<file path="src/hw/gauge_pkg.sv">
// Purpose: shared constants and types of the battery gauge core.
// Assumes: 20 MHz system clock, 32,768 Hz conversion time base.
// Notes: register pointer values are the byte addresses of the serial port.
// Operation
// - each current conversion result is added into a 28-bit charge accumulator.
// - host sees only the upper 16 accumulator bits.
// - 16-bit conversion counter counts completed current conversions.
// - current results are two's complement, accumulated and reported signed.
// - latest current result is loaded into the readable current registers.
// - offset_calibrate shorts converter inputs to measure its own offset.
// - n-bit current conversion lasts 2^n time-base cycles, n from 12 to 14.
// - undervoltage stops the gauge and holds standby, registers kept.
// - power-on reset returns all registers except the RAM bytes to defaults.
// - time base comes from internal oscillator or external clock input.
// - voltage/temperature conversion every two seconds, alternating, four-second refresh.
// - each voltage or temperature conversion lasts 8192 time-base cycles.
// - gpio_level_bit 0 drives gpio_pin low, 1 releases it.
// - reading gpio_level_bit returns the sampled gpio_pin level.
// - standby, por_flag or power-down release gpio_pin and read zero.
// - 32 read/write RAM bytes kept through standby and low voltage.
// - 8-byte identity: part code, 48-bit random number, checksum.
// - checksum is CRC-8 x8+x2+x+1 over bytes 0..6, initial zero.
// - identity copied from nonvolatile store at power-up, then fixed.
// - serial port is an I2C slave to 400 kbit/s with data-line spike filter.
// - slave address is 1110 plus three select bits, default 70h.
// - address byte, register pointer, then data bytes, each acknowledged, MSB first.
// - gauge_resolution 00 gives 14 bits, 01 gives 13, 10 gives 12.
// - gauge_clear zeroes accumulator and counter, then clears itself.
// - current_done_flag sets at conversion end, clears when host reads it.
package gauge_pkg;
    localparam int unsigned CLK_HZ = 20_000_000;
    localparam int unsigned TB_HZ = 32_768;
    localparam int unsigned TB_DIV = CLK_HZ / TB_HZ;
    localparam logic [9:0] TB_DIV_M1 = 10'(TB_DIV - 1);
    localparam int unsigned VT_PERIOD_S = 2;
    localparam int unsigned VT_CONV_MS = 250;
    localparam logic [15:0] VT_PERIOD_M1 = 16'(VT_PERIOD_S * TB_HZ - 1);
    localparam logic [15:0] VT_CONV_M1 = 16'(VT_CONV_MS * TB_HZ / 1000 - 1);
    localparam logic [13:0] CUR_LEN14_M1 = 14'h3FFF;
    localparam logic [13:0] CUR_LEN13_M1 = 14'h1FFF;
    localparam logic [13:0] CUR_LEN12_M1 = 14'h0FFF;
    localparam int unsigned ACC_W = 28;
    localparam int unsigned CHG_LSB = ACC_W - 16;
    localparam logic [7:0] REG_MODE = 8'h00;
    localparam logic [7:0] REG_CTRL = 8'h01;
    localparam logic [7:0] REG_CHG_LO = 8'h02;
    localparam logic [7:0] REG_CHG_HI = 8'h03;
    localparam logic [7:0] REG_CNT_LO = 8'h04;
    localparam logic [7:0] REG_CNT_HI = 8'h05;
    localparam logic [7:0] REG_CUR_LO = 8'h06;
    localparam logic [7:0] REG_CUR_HI = 8'h07;
    localparam logic [7:0] REG_VOLT_LO = 8'h08;
    localparam logic [7:0] REG_VOLT_HI = 8'h09;
    localparam logic [7:0] REG_TEMP_LO = 8'h0A;
    localparam logic [7:0] REG_TEMP_HI = 8'h0B;
    localparam logic [7:0] REG_ID_BASE = 8'h18;
    localparam logic [7:0] REG_RAM_BASE = 8'h20;
    localparam int unsigned RAM_BYTES = 32;
    localparam int unsigned MODE_SEL_EXT = 0;
    localparam int unsigned MODE_RES_LO = 1;
    localparam int unsigned MODE_CAL = 3;
    localparam int unsigned MODE_RUN = 4;
    localparam int unsigned CTRL_GPIO = 0;
    localparam int unsigned CTRL_CLR = 1;
    localparam int unsigned CTRL_CUR_DONE = 2;
    localparam int unsigned CTRL_VT_DONE = 3;
    localparam int unsigned CTRL_POR = 4;
    localparam logic [4:0] MODE_RST = 5'h00;
    localparam logic GPIO_LEVEL_RST = 1'b1;
    localparam logic POR_FLAG_RST = 1'b1;
    localparam logic DONE_FLAG_RST = 1'b1;
    localparam logic [3:0] DEV_ADDR_HI = 4'hE;
    localparam logic [2:0] DEV_SEL_RST = 3'h0;
    localparam logic [7:0] CRC_POLY = 8'h07;
    localparam logic [3:0] BYTE_BITS = 4'h8;

    typedef enum logic [2:0] {
        ST_IDLE = 3'b000,
        ST_ADDR = 3'b001,
        ST_PTR = 3'b010,
        ST_WDATA = 3'b011,
        ST_RDATA = 3'b100,
        ST_ACK = 3'b101,
        ST_MACK = 3'b110
    } i2c_state_t;
endpackage : gauge_pkg

</file>
<file path="src/hw/battery_gauge_core.sv">
// Purpose: digital core of the battery monitor: gauge, sequencer, gpio, ram, id, I2C slave.
// Assumes: analogue results are held steady around their conversion end.
// Notes: rst_i is the power-on reset; the RAM is not reset.
`timescale 1ns/100ps
module battery_gauge_core #(
    parameter logic [2:0] DEV_SEL = gauge_pkg::DEV_SEL_RST
) (
    input wire logic clk_i,
    input wire logic rst_i,
    input wire logic scl_i,
    input wire logic sda_i,
    output logic sda_o,
    output logic sda_oe_o,
    input wire logic gpio_pin_i,
    output logic gpio_pin_o,
    output logic gpio_pin_oe_o,
    input wire logic ext_clk_i,
    input wire logic undervoltage_indication_i,
    input wire logic [55:0] id_nv_i,
    input wire logic [15:0] cur_adc_i,
    input wire logic [15:0] vt_adc_i,
    output logic offset_calibrate_o,
    output logic [1:0] gauge_resolution_o,
    output logic cur_conv_o,
    output logic vt_conv_o,
    output logic vt_temp_sel_o
);
    import gauge_pkg::*;

    // pin synchronisers; index 0 scl, 1 sda
    logic [1:0] bus_s1_q, bus_s2_q, bus_h1_q, bus_h2_q, bus_f_q, bus_p_q;
    logic gpio_s1_q, gpio_s2_q, ext_s1_q, ext_s2_q, ext_p_q, uv_s1_q, uv_s;
    logic [15:0] cur_s1_q, cur_s2_q, vt_s1_q, vt_s2_q;
    wire [1:0] bus_stable = ~(bus_s2_q ^ bus_h1_q) & ~(bus_h1_q ^ bus_h2_q);

    always_ff @(posedge clk_i or posedge rst_i)
        if (rst_i)
        begin
            bus_s1_q <= 2'h3;
            bus_s2_q <= 2'h3;
            bus_h1_q <= 2'h3;
            bus_h2_q <= 2'h3;
            bus_f_q <= 2'h3;
            bus_p_q <= 2'h3;
        end
        else
        begin
            bus_s1_q <= {sda_i, scl_i};
            bus_s2_q <= bus_s1_q;
            bus_h1_q <= bus_s2_q;
            bus_h2_q <= bus_h1_q;
            // a change must hold three samples (150 ns) before it counts
            bus_f_q <= (bus_f_q & ~bus_stable) | (bus_h2_q & bus_stable);
            bus_p_q <= bus_f_q;
        end

    always_ff @(posedge clk_i or posedge rst_i)
        if (rst_i)
        begin
            {gpio_s1_q, gpio_s2_q, ext_s1_q, ext_s2_q, ext_p_q} <= 5'h00;
            {uv_s1_q, uv_s} <= 2'h0;
            {cur_s1_q, cur_s2_q, vt_s1_q, vt_s2_q} <= 64'h0000_0000_0000_0000;
        end
        else
        begin
            {gpio_s2_q, gpio_s1_q} <= {gpio_s1_q, gpio_pin_i};
            {ext_p_q, ext_s2_q, ext_s1_q} <= {ext_s2_q, ext_s1_q, ext_clk_i};
            {uv_s, uv_s1_q} <= {uv_s1_q, undervoltage_indication_i};
            {cur_s2_q, cur_s1_q} <= {cur_s1_q, cur_adc_i};
            {vt_s2_q, vt_s1_q} <= {vt_s1_q, vt_adc_i};
        end

    wire scl_f = bus_f_q[0];
    wire sda_f = bus_f_q[1];
    wire scl_rise = scl_f & ~bus_p_q[0];
    wire scl_fall = ~scl_f & bus_p_q[0];
    wire start_c = scl_f & bus_p_q[0] & bus_p_q[1] & ~sda_f;
    wire stop_c = scl_f & bus_p_q[0] & ~bus_p_q[1] & sda_f;

    // control state
    logic [4:0] mode_q;
    logic gpio_level_q, por_flag_q, cur_flag_q, vt_flag_q;
    wire sel_ext = mode_q[MODE_SEL_EXT];
    wire [1:0] gauge_resolution = mode_q[MODE_RES_LO +: 2];
    wire gauge_run = mode_q[MODE_RUN];
    wire gg_act = gauge_run & ~uv_s;

    // time base
    logic [9:0] div_q;
    wire int_tick = (div_q == TB_DIV_M1);
    wire ext_tick = ext_s2_q & ~ext_p_q;
    wire tb_tick = sel_ext ? ext_tick : int_tick;

    always_ff @(posedge clk_i or posedge rst_i)
        if (rst_i)
            div_q <= 10'h000;
        else
            div_q <= int_tick ? 10'h000 : div_q + 10'h001;

    // current gauge
    logic [13:0] cc_q;
    logic [ACC_W-1:0] acc_q;
    logic [15:0] conv_cnt_q, cur_res_q;
    logic gg_clr_p;
    wire [13:0] len_m1 = (gauge_resolution == 2'h0) ? CUR_LEN14_M1 :
                         (gauge_resolution == 2'h1) ? CUR_LEN13_M1 : CUR_LEN12_M1;
    wire cur_done = tb_tick & gg_act & (cc_q >= len_m1);
    wire [15:0] res_mask = (gauge_resolution == 2'h0) ? 16'hFFFF :
                           (gauge_resolution == 2'h1) ? 16'hFFFE : 16'hFFFC;
    wire [15:0] cur_m = cur_s2_q & res_mask;
    wire [ACC_W-1:0] cur_ext = {{(ACC_W-16){cur_m[15]}}, cur_m};

    always_ff @(posedge clk_i or posedge rst_i)
        if (rst_i)
            cc_q <= 14'h0000;
        else if (!gg_act || cur_done)
            cc_q <= 14'h0000;
        else if (tb_tick)
            cc_q <= cc_q + 14'h0001;

    // clear wins over a coinciding conversion end
    always_ff @(posedge clk_i or posedge rst_i)
        if (rst_i)
        begin
            acc_q <= '0;
            conv_cnt_q <= 16'h0000;
        end
        else if (gg_clr_p)
        begin
            acc_q <= '0;
            conv_cnt_q <= 16'h0000;
        end
        else if (cur_done)
        begin
            acc_q <= acc_q + cur_ext;
            conv_cnt_q <= conv_cnt_q + 16'h0001;
        end

    always_ff @(posedge clk_i or posedge rst_i)
        if (rst_i)
            cur_res_q <= 16'h0000;
        else if (cur_done)
            cur_res_q <= cur_m;

    // voltage / temperature sequencer
    logic [15:0] vt_cnt_q, volt_q, temp_q;
    logic vt_sel_q;
    wire vt_end = tb_tick & gg_act & (vt_cnt_q == VT_CONV_M1);

    always_ff @(posedge clk_i or posedge rst_i)
        if (rst_i)
            vt_cnt_q <= 16'h0000;
        else if (!gg_act || (tb_tick && vt_cnt_q == VT_PERIOD_M1))
            vt_cnt_q <= 16'h0000;
        else if (tb_tick)
            vt_cnt_q <= vt_cnt_q + 16'h0001;

    always_ff @(posedge clk_i or posedge rst_i)
        if (rst_i)
        begin
            vt_sel_q <= 1'b0;
            volt_q <= 16'h0000;
            temp_q <= 16'h0000;
        end
        else if (vt_end)
        begin
            vt_sel_q <= ~vt_sel_q;
            if (vt_sel_q)
                temp_q <= vt_s2_q;
            else
                volt_q <= vt_s2_q;
        end

    assign offset_calibrate_o = mode_q[MODE_CAL];
    assign gauge_resolution_o = gauge_resolution;
    assign cur_conv_o = gg_act;
    assign vt_conv_o = gg_act & (vt_cnt_q <= VT_CONV_M1);
    assign vt_temp_sel_o = vt_sel_q;

    // gpio: open drain
    wire gpio_en = gauge_run & ~por_flag_q & ~uv_s;
    wire gpio_rd = gpio_en & gpio_s2_q;
    assign gpio_pin_o = 1'b0;
    assign gpio_pin_oe_o = gpio_en & ~gpio_level_q;

    // identity, captured once after power-on release
    logic [55:0] id_q;
    logic [7:0] crc_q;
    logic id_loaded_q;

    function automatic logic [7:0] crc8(input logic [55:0] d);
        logic [7:0] c;
        c = 8'h00;
        for (int i = 0; i < 56; i++)
            c = {c[6:0], 1'b0} ^ ((c[7] ^ d[(i / 8) * 8 + 7 - (i % 8)]) ? CRC_POLY : 8'h00);
        return c;
    endfunction : crc8

    always_ff @(posedge clk_i or posedge rst_i)
        if (rst_i)
        begin
            id_q <= 56'h00_0000_0000_0000;
            crc_q <= 8'h00;
            id_loaded_q <= 1'b0;
        end
        else if (!id_loaded_q)
        begin
            id_q <= id_nv_i;
            crc_q <= crc8(id_nv_i);
            id_loaded_q <= 1'b1;
        end

    // RAM survives standby; content after power-on is undefined
    logic [7:0] ram_q [RAM_BYTES];

    // I2C slave
    i2c_state_t st_q, after_q;
    logic [3:0] bit_q;
    logic [7:0] shift_q, ptr_q, rd_byte;
    logic nack_q;
    logic [15:0] snap_chg_q, snap_cnt_q, snap_cur_q, snap_volt_q, snap_temp_q;
    wire byte_end = scl_fall & (bit_q == BYTE_BITS);
    wire addr_hit = (shift_q[7:1] == {DEV_ADDR_HI, DEV_SEL});
    wire snap_p = byte_end & (st_q == ST_ADDR) & addr_hit & shift_q[0];
    wire wr_p = byte_end & (st_q == ST_WDATA);
    wire rd_load = scl_fall & (((st_q == ST_ACK) & (after_q == ST_RDATA)) |
                               ((st_q == ST_MACK) & ~nack_q));
    wire in_id = (ptr_q[7:3] == REG_ID_BASE[7:3]);
    wire in_ram = (ptr_q[7:5] == REG_RAM_BASE[7:5]);
    wire rd_ctrl = rd_load & (ptr_q == REG_CTRL);
    assign gg_clr_p = wr_p & (ptr_q == REG_CTRL) & shift_q[CTRL_CLR];

    always_comb
    begin
        rd_byte = 8'h00;
        case (ptr_q)
            REG_MODE: rd_byte = {3'h0, mode_q};
            REG_CTRL: rd_byte = {3'h0, por_flag_q, vt_flag_q, cur_flag_q, 1'b0, gpio_rd};
            REG_CHG_LO: rd_byte = snap_chg_q[7:0];
            REG_CHG_HI: rd_byte = snap_chg_q[15:8];
            REG_CNT_LO: rd_byte = snap_cnt_q[7:0];
            REG_CNT_HI: rd_byte = snap_cnt_q[15:8];
            REG_CUR_LO: rd_byte = snap_cur_q[7:0];
            REG_CUR_HI: rd_byte = snap_cur_q[15:8];
            REG_VOLT_LO: rd_byte = snap_volt_q[7:0];
            REG_VOLT_HI: rd_byte = snap_volt_q[15:8];
            REG_TEMP_LO: rd_byte = snap_temp_q[7:0];
            REG_TEMP_HI: rd_byte = snap_temp_q[15:8];
            default:
            begin
                if (in_id)
                    rd_byte = (ptr_q[2:0] == 3'h7) ? crc_q : id_q[ptr_q[2:0] * 8 +: 8];
                else if (in_ram)
                    rd_byte = ram_q[ptr_q[4:0]];
            end
        endcase
    end

    // snapshot at each read address so one transaction sees one instant
    always_ff @(posedge clk_i or posedge rst_i)
        if (rst_i)
            {snap_chg_q, snap_cnt_q, snap_cur_q, snap_volt_q, snap_temp_q} <= '0;
        else if (snap_p)
        begin
            snap_chg_q <= acc_q[ACC_W-1:CHG_LSB];
            snap_cnt_q <= conv_cnt_q;
            snap_cur_q <= cur_res_q;
            snap_volt_q <= volt_q;
            snap_temp_q <= temp_q;
        end

    always_ff @(posedge clk_i)
        if (wr_p && in_ram)
            ram_q[ptr_q[4:0]] <= shift_q;

    always_ff @(posedge clk_i or posedge rst_i)
        if (rst_i)
        begin
            mode_q <= MODE_RST;
            gpio_level_q <= GPIO_LEVEL_RST;
            por_flag_q <= POR_FLAG_RST;
        end
        else if (wr_p && ptr_q == REG_MODE)
            mode_q <= shift_q[4:0];
        else if (wr_p && ptr_q == REG_CTRL)
        begin
            gpio_level_q <= shift_q[CTRL_GPIO];
            por_flag_q <= shift_q[CTRL_POR];
        end

    // a conversion end wins over the clearing read
    always_ff @(posedge clk_i or posedge rst_i)
        if (rst_i)
        begin
            cur_flag_q <= DONE_FLAG_RST;
            vt_flag_q <= DONE_FLAG_RST;
        end
        else
        begin
            cur_flag_q <= cur_done | (cur_flag_q & ~rd_ctrl);
            vt_flag_q <= vt_end | (vt_flag_q & ~rd_ctrl);
        end

    always_ff @(posedge clk_i or posedge rst_i)
        if (rst_i)
        begin
            st_q <= ST_IDLE;
            after_q <= ST_IDLE;
            bit_q <= 4'h0;
            shift_q <= 8'h00;
            ptr_q <= 8'h00;
            nack_q <= 1'b0;
            sda_oe_o <= 1'b0;
        end
        else if (start_c)
        begin
            st_q <= ST_ADDR;
            bit_q <= 4'h0;
            sda_oe_o <= 1'b0;
        end
        else if (stop_c)
        begin
            st_q <= ST_IDLE;
            sda_oe_o <= 1'b0;
        end
        else if (scl_rise)
        begin
            if (st_q == ST_ADDR || st_q == ST_PTR || st_q == ST_WDATA)
                shift_q <= {shift_q[6:0], sda_f};
            if (st_q == ST_MACK)
                nack_q <= sda_f;
            if (st_q != ST_ACK && st_q != ST_MACK)
                bit_q <= bit_q + 4'h1;
        end
        else if (scl_fall)
        begin
            case (st_q)
                ST_ADDR, ST_PTR, ST_WDATA:
                begin
                    if (bit_q == BYTE_BITS)
                    begin
                        st_q <= (st_q == ST_ADDR && !addr_hit) ? ST_IDLE : ST_ACK;
                        sda_oe_o <= (st_q != ST_ADDR) || addr_hit;
                        after_q <= (st_q == ST_ADDR && shift_q[0]) ? ST_RDATA :
                                   (st_q == ST_ADDR) ? ST_PTR : ST_WDATA;
                        if (st_q == ST_PTR)
                            ptr_q <= shift_q;
                        if (st_q == ST_WDATA)
                            ptr_q <= ptr_q + 8'h01;
                    end
                end
                ST_ACK:
                begin
                    bit_q <= 4'h0;
                    st_q <= after_q;
                    shift_q <= rd_byte;
                    sda_oe_o <= (after_q == ST_RDATA) & ~rd_byte[7];
                end
                ST_RDATA:
                begin
                    if (bit_q == BYTE_BITS)
                    begin
                        st_q <= ST_MACK;
                        sda_oe_o <= 1'b0;
                        ptr_q <= ptr_q + 8'h01;
                    end
                    else
                    begin
                        shift_q <= {shift_q[6:0], 1'b0};
                        sda_oe_o <= ~shift_q[6];
                    end
                end
                ST_MACK:
                begin
                    bit_q <= 4'h0;
                    st_q <= nack_q ? ST_IDLE : ST_RDATA;
                    shift_q <= rd_byte;
                    sda_oe_o <= ~nack_q & ~rd_byte[7];
                end
                default: st_q <= ST_IDLE;
            endcase
        end

    assign sda_o = 1'b0;
endmodule : battery_gauge_core

</file>
<file path="config.mk">
export PLATFORM = sky130hd
export DESIGN_NAME = battery_gauge_core
export DESIGN_NICKNAME = d
export VERILOG_FILES = /design/src/hw/gauge_pkg.sv /design/src/hw/battery_gauge_core.sv
export SDC_FILE = /design/constraint.sdc
export NUM_CORES = 1
export LEC_CHECK = 0
export BUFFER_PORTS_ARGS = -buffer_cell sky130_fd_sc_hd__buf_2
export CAP_MARGIN = 20
export CORE_MARGIN = 8
export CORE_UTILIZATION = 56
export DETAILED_ROUTE_END_ITERATION = 16
export MAX_ROUTING_LAYER = met4
export PLACE_DENSITY = 0.8
export SLEW_MARGIN = 20
export SYNTH_ARGS = -nofsm -noshare
export SYNTH_HDL_FRONTEND = slang
export SYNTH_SLANG_ARGS = --single-unit
</file>
<file path="constraint.sdc">
create_clock -name clk_i -period 11.4 [get_ports clk_i]
set_input_delay 0.57 -clock clk_i [delete_from_list [all_inputs] [get_ports clk_i]]
set_output_delay 0.57 -clock clk_i [all_outputs]
set_load 0.005 [all_outputs]
</file>
* Yosys cells after proc, flatten, opt, wreduce, memory -nomap -nowiden
Memories as Yosys holds them, arrays and structs flattened.
Cells that the tools add are included.
** Word-level totals
- RAM bits :: 256
- Input port bits :: 95
- Memories :: 1
- Bits in read-only memories :: 0
- Bits in registers :: 398
- Bits in latches :: 0
- Word-level logic and storage cells :: 417
** Memories
- ram_q :: depth 32, width 8, rd ports 1, clocked after Yosys merged registers in 0, write ports 1, line battery_gauge_core.sv:214 : logic [7:0] ram_q [RAM_BYTES];
** Cells by class
- Equality and inequality tests :: 40
- Order comparisons :: 2
- Mux-type cells :: 110
- $add $sub $neg :: 7
- Shifts and indexed selects :: 1
- Div/mod/pow operators :: 0
- Bitwise logic cells :: 172
- Reductions and logical operators :: 38
- Multipliers :: 0
** Operators by type and width (number)
- 8-bit by 3-bit XOR with 8-bit output :: 51
- 3-bit 2-to-1 mux :: 65
- 8-bit case mux with 12 select lines :: 1
- 8-bit 2-to-1 mux :: 11
- 16-bit 2-to-1 mux :: 4
- 28-bit 2-to-1 mux :: 2
- 56-bit by 7-bit indexed part select with 8-bit output :: 1
- 1-bit XOR :: 50
- 14-bit 2-to-1 mux :: 3
- 16-bit by 1-bit adder with 16-bit output (second input constant) :: 2
- 1-bit bitwise AND :: 32
- 8-bit by 3-bit equality test with 1-bit output (second input constant) :: 4
- 8-bit by 4-bit equality test with 1-bit output (second input constant) :: 4
- 8-bit case mux with 2 select lines :: 2
- 28-bit adder :: 1
- 4-bit 2-to-1 mux :: 6
- 1-bit inverter :: 17
- 16-bit bitwise AND :: 1
- 16-bit by 13-bit equality test with 1-bit output (second input constant) :: 1
- 16-bit equality test (second input constant) :: 1
- 8-bit by 2-bit equality test with 1-bit output (second input constant) :: 2
- 16-bit by 13-bit <= comparator with 1-bit output (second input constant) :: 1
- 4-bit AND reduction :: 4
- 3-bit equality test (second input constant) :: 5
- other kinds (47) :: 99

* Depth between registers and ports, before layout
Gate-level depths: netlist of the first run.
- Depth after elaboration :: 157
- Mapped depth :: 17
- Depth with buffers taken out :: 17

* Worst setup path after synthesis of the first run
OpenSTA, ideal clock, no wires.
- Path kind :: reg2reg
- Start :: register ptr_q[0]
- End :: register shift_q[6]
- Buffers on the path :: 6
- Arrival :: 3590 ps
- Path slack :: 7680 ps
- Data required time :: 11270 ps
- Clock period less this slack :: 3720 ps
- Stages on the path, launching flop included :: 16
- Cell sequence :: dfrtp_1 > clkbuf_1 > buf_2 > clkbuf_1 > clkbuf_1 > inv_1 > ha_1 > clkbuf_1 > and3_1 > clkbuf_1 > a222oi_1 > o2111ai_1 > a2111oi_0 > nor2_1 > a21oi_1 > o21ai_0
** On the way
- Cells in the longest elaborated chain, start to end :: 7
- Elaborated cells on any way between the ends :: 22
** Ends and longest elaborated chain
- start, declared :: line battery_gauge_core.sv:219 : logic [7:0] shift_q, ptr_q, rd_byte;
- start signal, assigned :: line battery_gauge_core.sv:347 : ptr_q <= shift_q;
- start signal, assigned :: line battery_gauge_core.sv:349 : ptr_q <= ptr_q + 8'h01;
- start signal, assigned :: line battery_gauge_core.sv:365 : ptr_q <= ptr_q + 8'h01;
- 56-bit by 7-bit indexed part select with 8-bit output, or another cell as far along :: line battery_gauge_core.sv:252 : rd_byte = (ptr_q[2:0] == 3'h7) ? crc_q : id_q[ptr_q[2:0] * 8 +: 8];
- 8-bit 2-to-1 mux (on tied branches) :: line battery_gauge_core.sv:252, battery_gauge_core.sv:253
- 8-bit 2-to-1 mux :: line battery_gauge_core.sv:251 : if (in_id)
- 8-bit case mux with 12 select lines * :: line battery_gauge_core.sv:236 : case (ptr_q)
- 8-bit case mux with 2 select lines * :: line battery_gauge_core.sv:337 : case (st_q)
- 8-bit 2-to-1 mux * :: line battery_gauge_core.sv:335 : else if (scl_fall)
- 8-bit 2-to-1 mux * :: line battery_gauge_core.sv:326 : else if (scl_rise)
- end signal, assigned :: line battery_gauge_core.sv:329 : shift_q <= {shift_q[6:0], sda_f};
- end signal, assigned :: line battery_gauge_core.sv:356 : shift_q <= rd_byte;
- end signal, assigned :: line battery_gauge_core.sv:369 : shift_q <= {shift_q[6:0], 1'b0};
- end, declared :: line battery_gauge_core.sv:219
Every way passes the cells marked *; elsewhere a longest branch is shown, timed or not. The select of a mux whose other input is x is not followed.
A chain may end at the register's enable or synchronous reset.

* Worst setup path after layout of the first run
- Start :: register mode_q[2]
- End :: register acc_q[27]
** On the way
- Cells in the longest elaborated chain, start to end :: 7
- Elaborated cells on any way between the ends :: 13
** Ends and longest elaborated chain
- start, declared :: line battery_gauge_core.sv:81 : logic [4:0] mode_q;
- start signal, assigned :: line battery_gauge_core.sv:284 : mode_q <= shift_q[4:0];
- 2-bit by 1-bit equality test with 1-bit output :: line battery_gauge_core.sv:109 : (gauge_resolution == 2'h1) ? 16'hFFFE : 16'hFFFC;
- 2-bit 2-to-1 mux :: line battery_gauge_core.sv:109
- 2-bit 2-to-1 mux * :: line battery_gauge_core.sv:108 : wire [15:0] res_mask = (gauge_resolution == 2'h0) ? 16'hFFFF :
- 16-bit bitwise AND * :: line battery_gauge_core.sv:110 : wire [15:0] cur_m = cur_s2_q & res_mask;
- via cur_m[1] :: line battery_gauge_core.sv:110
- 28-bit adder * :: line battery_gauge_core.sv:135 : acc_q <= acc_q + cur_ext;
- 28-bit 2-to-1 mux * :: line battery_gauge_core.sv:133 : else if (cur_done)
- 28-bit 2-to-1 mux * :: line battery_gauge_core.sv:128 : else if (gg_clr_p)
- end signal, assigned :: line battery_gauge_core.sv:135
- end, declared :: line battery_gauge_core.sv:102 : logic [ACC_W-1:0] acc_q;
The timed path passes the listed nets; every way through them passes the cells marked *. The select of a mux whose other input is x is not followed.

==> results.py, run 1 <==
metrics = {
    "status": {
        "status": "complete, no violations",
    },
    "die": {
        "die-area_sq_um": 59200,
        "die_x_um": 243,
        "ios": 105,
        "die_h_um": 243,
        "rows": 83,
        "start_util_pct": 56.5,
        "core_area_sq_um": 51200,
    },
    "placed_design": {
        "gp_congestion": 0.919,
        "dp.cells": 2803,
        "place_ws_ps": 7160,
        "port_buffers": 102,
        "dp_hpwl_um": 43600,
    },
    "worst_setup_path": {
        "critPathKind": "register to register",
        "setup.worst_path.start_class": "register",
        "crit_chain": "nand2b_1 > inv_1 > ha_1 > a21o_1 > a21oi_1 > o21ai_0 > a21oi_1 > o21bai_1 > a311oi_1 > a211oi_1 > o41ai_1 > a21oi_1 > xnor2_1 > or3_1 > a21oi_1",
        "crit_arrival_ps": 4630,
        "critical_path_required_ps": 11930,
        "crit_path_frequent_cell": "a21oi_1",
        "crit_fanout": 6,
        "crit_family": "compound AO/OA/AOI/OAI gates",
        "critical_path.max_stage_delay_ps": 560,
        "cp_slowest_cell": "a311oi_1",
        "cp-end-kind": "register",
        "crit_buf_inv": 1,
    },
    "flow_run": {
        "cap_violations": 0,
    },
    "cells_and_area": {
        "final_cell_mix": "dfrtp_1, edfxtp_1, mux2_2, nand2_1, nor2_1",
        "largest_reg_flops": 256,
        "syn_to_final_growth_pct": 11.8,
        "final_common_cell": "dfrtp_1",
        "stdcell_count": 2920,
        "utilization_pct": 63.2,
        "layout-drive-gt1-share_pct": 24.7,
        "final_nets": 2327,
    },
    "routing": {
        "ant_nets": 0,
        "wl_per_cell_um": 23.0,
        "initialDrtViolationCount": 1676,
        "num_vias": 17700,
        "wl_met1_um": 26900,
        "drt-total-wl_um": 67100,
        "highest_layer": "met4",
        "wl_met2_um": 33300,
        "wl_met3_um": 4690,
        "firstDrtPassIters": 6,
        "vias_per_cell": 6.06,
        "drc": 0,
    },
    "clock_tree": {
        "ctsHoldBuffers": 0,
        "clock_latency_ps": 620,
        "path_clk_slew_ps": 70,
        "cts_tree": "built",
        "cts_made_buffers": 61,
        "post-cts-setup-buffers": 0,
        "cts-resized-gates": 0,
        "h-tree-depth": 2,
        "clockRootBuffer": "clkbuf_16",
        "cts_buffer_depth": 3,
        "cts_sinks": 654,
    },
    "logic_synthesis": {
        "synth-main-ff-cell": "dfrtp_1",
        "postSynthCellCount": 2095,
        "synth-seq-area-share_pct": 61.0,
        "synth_cell_types": 71,
        "synth-edff-count": 256,
        "async_flop_share_pct": 60.9,
        "syn-cell-area_sq_um": 28900,
        "synth_warnings": 0,
        "ys_seq_elements": 654,
        "syn_avg_cell_area_sq_um": 13.8,
    },
    "power_and_ir_drop": {
        "p_leak_uw": 0.0131,
        "power_uw": 6730,
        "ir_drop_mv": 0.293,
        "p_per_area_nw_per_um2": 208,
    },
    "timing": {
        "finalCriticalPeriod_ps": 4090,
        "slew_headroom_pct": 27.1,
        "report.final.hold_viol_count": 0,
        "rsz0062_at_grt": "false",
        "setup_tns_ps": 0,
        "tightest_slew_ps": 1090,
        "finalSetupViolations": 0,
        "layout_setup_ws_ps": 7310,
        "finalMaxSlewViolations": 0,
        "period_share_pct": 35.9,
        "max_clock_freq_mhz": 244,
        "skew_ps": 20.4,
    },
    "global_routing": {
        "grt_pass1_wl_um": 106000,
        "grt_pass1_vias": 18500,
        "grt_use_total_pct": 23.1,
        "grt_overflow": 0,
        "antenna_found_initial": 2,
        "grt_max_degree": 83,
    },
    "min_path": {
        "holdCritPathClass": "input pin to register",
    },
}
-- cell families after synthesis --
| group | after synthesis | synth area share [%] |
|---|---|---|
| fa+ha+maj | 46 | 2.01 |
| flops | 654 | 61.0 |
| other cells | 2 | 0.0260 |
| buf+inv | 129 | 1.74 |
| mux | 290 | 14.6 |
| compound gates | 277 | 6.11 |
| xor+xnor | 205 | 6.62 |
| simple gates | 492 | 7.82 |
-- report_power, final --
part | leakage [uW] | switching [uW] | internal [uW] | total (uW)
logic | 0.00442 | 937 | 803 | 1740
clock network | 0.00108 | 893 | 1330 | 2220
registers | 0.00761 | 114 | 2650 | 2760
total | 0.0131 | 1940 | 4780 | 6730
-- layer usage --
metal	track usage, %	up-vias
met2	37.6	706
met1	29.2	8998
met3	4.19	155
li1	-	7841
met5	-	-
met4	7.95	0
-- layout make-up --
type                    count  area (sq um)
clock buffers              74          1650
multi-input cells        1313         10800
repair buffers            124           683
clock inverters            42           567
diodes                      1          2.50
flip-flops and latches    654         17700
fillers                  3620         18900
inverters                  32           124
well taps                 680           851
-- Yosys cell counts, types with 51 or more instances --
| master | number | area (sq um) |
|---|---|---|
| a21oi_1 | 97 | 485 |
| clkbuf_1 | 72 | 270 |
| nand2_1 | 169 | 634 |
| mux2_2 | 181 | 2040 |
| nand3_1 | 54 | 270 |
| mux4_2 | 88 | 1980 |
| xnor2_1 | 125 | 1090 |
| xor2_1 | 64 | 561 |
| edfxtp_1 | 256 | 7690 |
| nor2_1 | 139 | 522 |
| dfrtp_1 | 382 | 9560 |
| o21ai_0 | 51 | 255 |
-- worst register-to-register path, cell delays in order, from the launching register on --
cell and delay (ps):
dfrtp_1 480, nand2b_1 240, inv_1 70, ha_1 270
a21o_1 180, a21oi_1 240, o21ai_0 130, a21oi_1 230
o21bai_1 120, a311oi_1 560, a211oi_1 230, o41ai_1 450
a21oi_1 150, xnor2_1 160, or3_1 340, a21oi_1 180
-- final timing paths --
check                      cells past startpoint                  start  slack, ps               endpoint
max                                           15  mode_q[2]$_DFFE_PP0P_       7310  acc_q[27]$_DFFE_PP0P_
max reg2reg                                   15  mode_q[2]$_DFFE_PP0P_       7310  acc_q[27]$_DFFE_PP0P_
min in group asynchronous                      2                  rst_i        130   acc_q[5]$_DFFE_PP0P_
min                                            1              ext_clk_i         50     ext_s1_q$_DFF_PP0_
max in group asynchronous                      4                  rst_i       9100   ptr_q[7]$_DFFE_PP0P_
min reg2reg                                    0   vt_s1_q[4]$_DFF_PP0_        350   vt_s2_q[4]$_DFF_PP0_
-- per-stage QoR --
stage / hold WS [ps] / area, sq um
after global placement: 332 / 30100
after detailed placement: 335 / 30100
after global routing: 29.1 / 32300
after floorplan: 331 / 28900
final: 52.8 / 32300
after CTS: 26.3 / 32300
Power figures use the tool's default switching activity.
==> inputs of run 2 (changes only) <==
clock period = 3.4 ns   (was 11.4 ns; I/O delays follow)
==> results.py, run 2 (synthesis gave the netlist of run 1 again) <==
metrics = {
    "status": {
        "status": "complete, no violations",
    },
    "power_and_ir_drop": {
        "switching_share_pct": 28.8,
        "p_sw_uw": 6670,
        "power_frac_seq_pct": 39.3,
        "power_frac_clock_pct": 34.1,
        "comb_power_share_pct": 26.7,
        "power_uw": 23100,
        "p_per_area_nw_per_um2": 672,
        "p_int_uw": 16400,
        "ir_drop_mv": 0.931,
        "p_leak_uw": 0.0142,
    },
    "clock_tree": {
        "cts_made_buffers": 67,
        "clockRootBuffer": "clkbuf_16",
        "cts_buffer_depth": 3,
        "cts_tree": "built",
        "h-tree-depth": 3,
        "cts_sinks": 654,
        "clock_latency_ps": 630,
        "path_clk_slew_ps": 60,
    },
    "cells_and_area": {
        "antenna_cells": 0,
        "final_nets": 2531,
        "utilization_pct": 67.2,
        "seq_area_sq_um": 17700,
        "final_cell_mix": "dfrtp_1, edfxtp_1, mux2_2, nand2_1, nor2_1",
        "largest_reg_flops": 256,
        "multi_input_area_sq_um": 10900,
        "fill_cells": 3356,
        "layout-drive-gt1-share_pct": 27.7,
        "syn_to_final_growth_pct": 18.9,
        "final_common_cell": "dfrtp_1",
        "stdcell_count": 3123,
    },
    "timing": {
        "period_share_pct": 99.2,
        "finalSetupViolations": 0,
        "timing.hold.ws_ps": 206,
        "finalMaxSlewViolations": 0,
        "slew_headroom_pct": 42.6,
        "setup_tns_ps": 0,
        "finalCriticalPeriod_ps": 3370,
        "report.final.hold_viol_count": 0,
        "skew_ps": 35.0,
        "rsz0062_at_grt": "true",
        "max_clock_freq_mhz": 296,
        "tightest_slew_ps": 861,
    },
    "routing": {
        "drt-total-wl_um": 70100,
        "vias_per_cell": 5.98,
        "ant_nets": 0,
        "num_vias": 18700,
        "drc": 0,
        "wl_per_cell_um": 22.4,
        "firstDrtPassIters": 5,
        "initialDrtViolationCount": 1684,
    },
    "die": {
        "core_area_sq_um": 51200,
        "ios": 105,
        "die_h_um": 243,
        "die_x_um": 243,
        "start_util_pct": 56.5,
        "die-area_sq_um": 59200,
        "rows": 83,
    },
    "global_routing": {
        "grt_overflow": 0,
        "antenna_found_initial": 0,
        "grt_pass1_wl_um": 111000,
        "grt_pass1_vias": 19500,
        "grt_use_total_pct": 24.1,
        "grt_max_degree": 124,
    },
    "placed_design": {
        "dp.cells": 2899,
        "gp_congestion": 0.912,
        "dp_hpwl_um": 45300,
        "port_buffers": 102,
    },
    "worst_setup_path": {
        "crit_fanout": 3,
        "critPathKind": "register to register",
        "critical_path_required_ps": 3930,
        "cp-end-kind": "register",
        "setup.worst_path.start_class": "register",
        "crit_arrival_ps": 3910,
    },
    "flow_run": {
        "cap_violations": 0,
    },
    "min_path": {
        "holdCritPathClass": "input pin to register",
    },
}
## run 2: cell count changes in the layout (fill, tap and decap cells not counted), moves of 3 or more
cell | before | now
clkbuf_8 | 3 | 8
buf_12 | 0 | 5
clkbuf_1 | 8 | 14
o21ai_0 | 51 | 48
clkinv_4 | 4 | 1
a21oi_2 | 0 | 5
clkinv_2 | 13 | 8
buf_4 | 20 | 118
a21oi_1 | 97 | 92
clkbuf_16 | 63 | 70
dlygate4sd3_1 | 0 | 94
## run 2: what timing repair did
item / 4_1_cts / 5_1_grt
hold endpoints to repair: 116 / 0
cloned: 0 / 0
endpoints found under the setup margin: 9 / 20
pin swaps: 14 / 24
hold buffers: 94 / 0
resized for setup: 17 / 17
setup buffers: 3 / 5
## run 2: final cells by class
| cell class | count | share of cell area, % |
|---|---|---|
| multi-input cells | 1313 | 31.7 |
| well taps | 680 | 2.47 |
| clock inverters | 31 | 1.36 |
| repair buffers | 322 | 7.22 |
| inverters | 32 | 0.360 |
| clock buffers | 91 | 5.49 |
| flip-flops and latches | 654 | 51.4 |
## run 2: worst max-delay path: stages (launching register included)
cell	delay [ps]
dfrtp_1	380
or2_4	270
nor2_4	120
ha_4	160
inv_2	40
fa_2	340
nor2b_2	140
o21ai_2	80
a21oi_2	150
o21a_1	160
o21ai_2	70
a21o_1	170
a211o_1	310
a21oi_2	170
o21a_1	150
o211ai_1	110
a2111o_1	410
nand3_2	70
## run 2: path summary, 6_finish.rpt
path / from / end / slack, ps / depth (start not counted)
worst max-delay path: mode_q[2]$_DFFE_PP0P_ / acc_q[18]$_DFFE_PP0P_ / 30 / 17
worst max register to register: mode_q[2]$_DFFE_PP0P_ / acc_q[18]$_DFFE_PP0P_ / 30 / 17
min in group asynchronous: rst_i / acc_q[10]$_DFFE_PP0P_ / 240 / 3
max in group asynchronous: rst_i / ptr_q[0]$_DFFE_PP0P_ / 2020 / 4
worst min-delay path: vt_adc_i[6] / vt_s1_q[6]$_DFF_PP0_ / 210 / 2
worst min register to register: cur_s1_q[12]$_DFF_PP0_ / cur_s2_q[12]$_DFF_PP0_ / 340 / 0
## run 2: power groups by stage
stage | clock network [uW] | logic [uW] | registers [uW]
3_5_place_dp | 0 | 5940 | 9220
5_1_grt | 8280 | 6580 | 9100
2_1_floorplan | 0 | 4600 | 9340
6_report | 7880 | 6160 | 9080
4_1_cts | 7970 | 6110 | 9070
3_3_place_gp | 0 | 5870 | 9210
## run 2: through the flow
step / setup WS, ps / cell area (sq um)
floorplan: -2110 / 28900
global placement: -217 / 30900
detailed placement: -324 / 30900
CTS: -82.3 / 34300
global route: -176 / 34400
finish: 25.6 / 34400
## run 2: metal layers
metal | global-route usage, % | wire (um) | vias up
li1 | - | - | 8257
met1 | 30.7 | 28500 | 9577
met2 | 39.4 | 35300 | 699
met3 | 3.60 | 4080 | 155
met4 | 8.64 | 2190 | 0
met5 | - | 0 | -
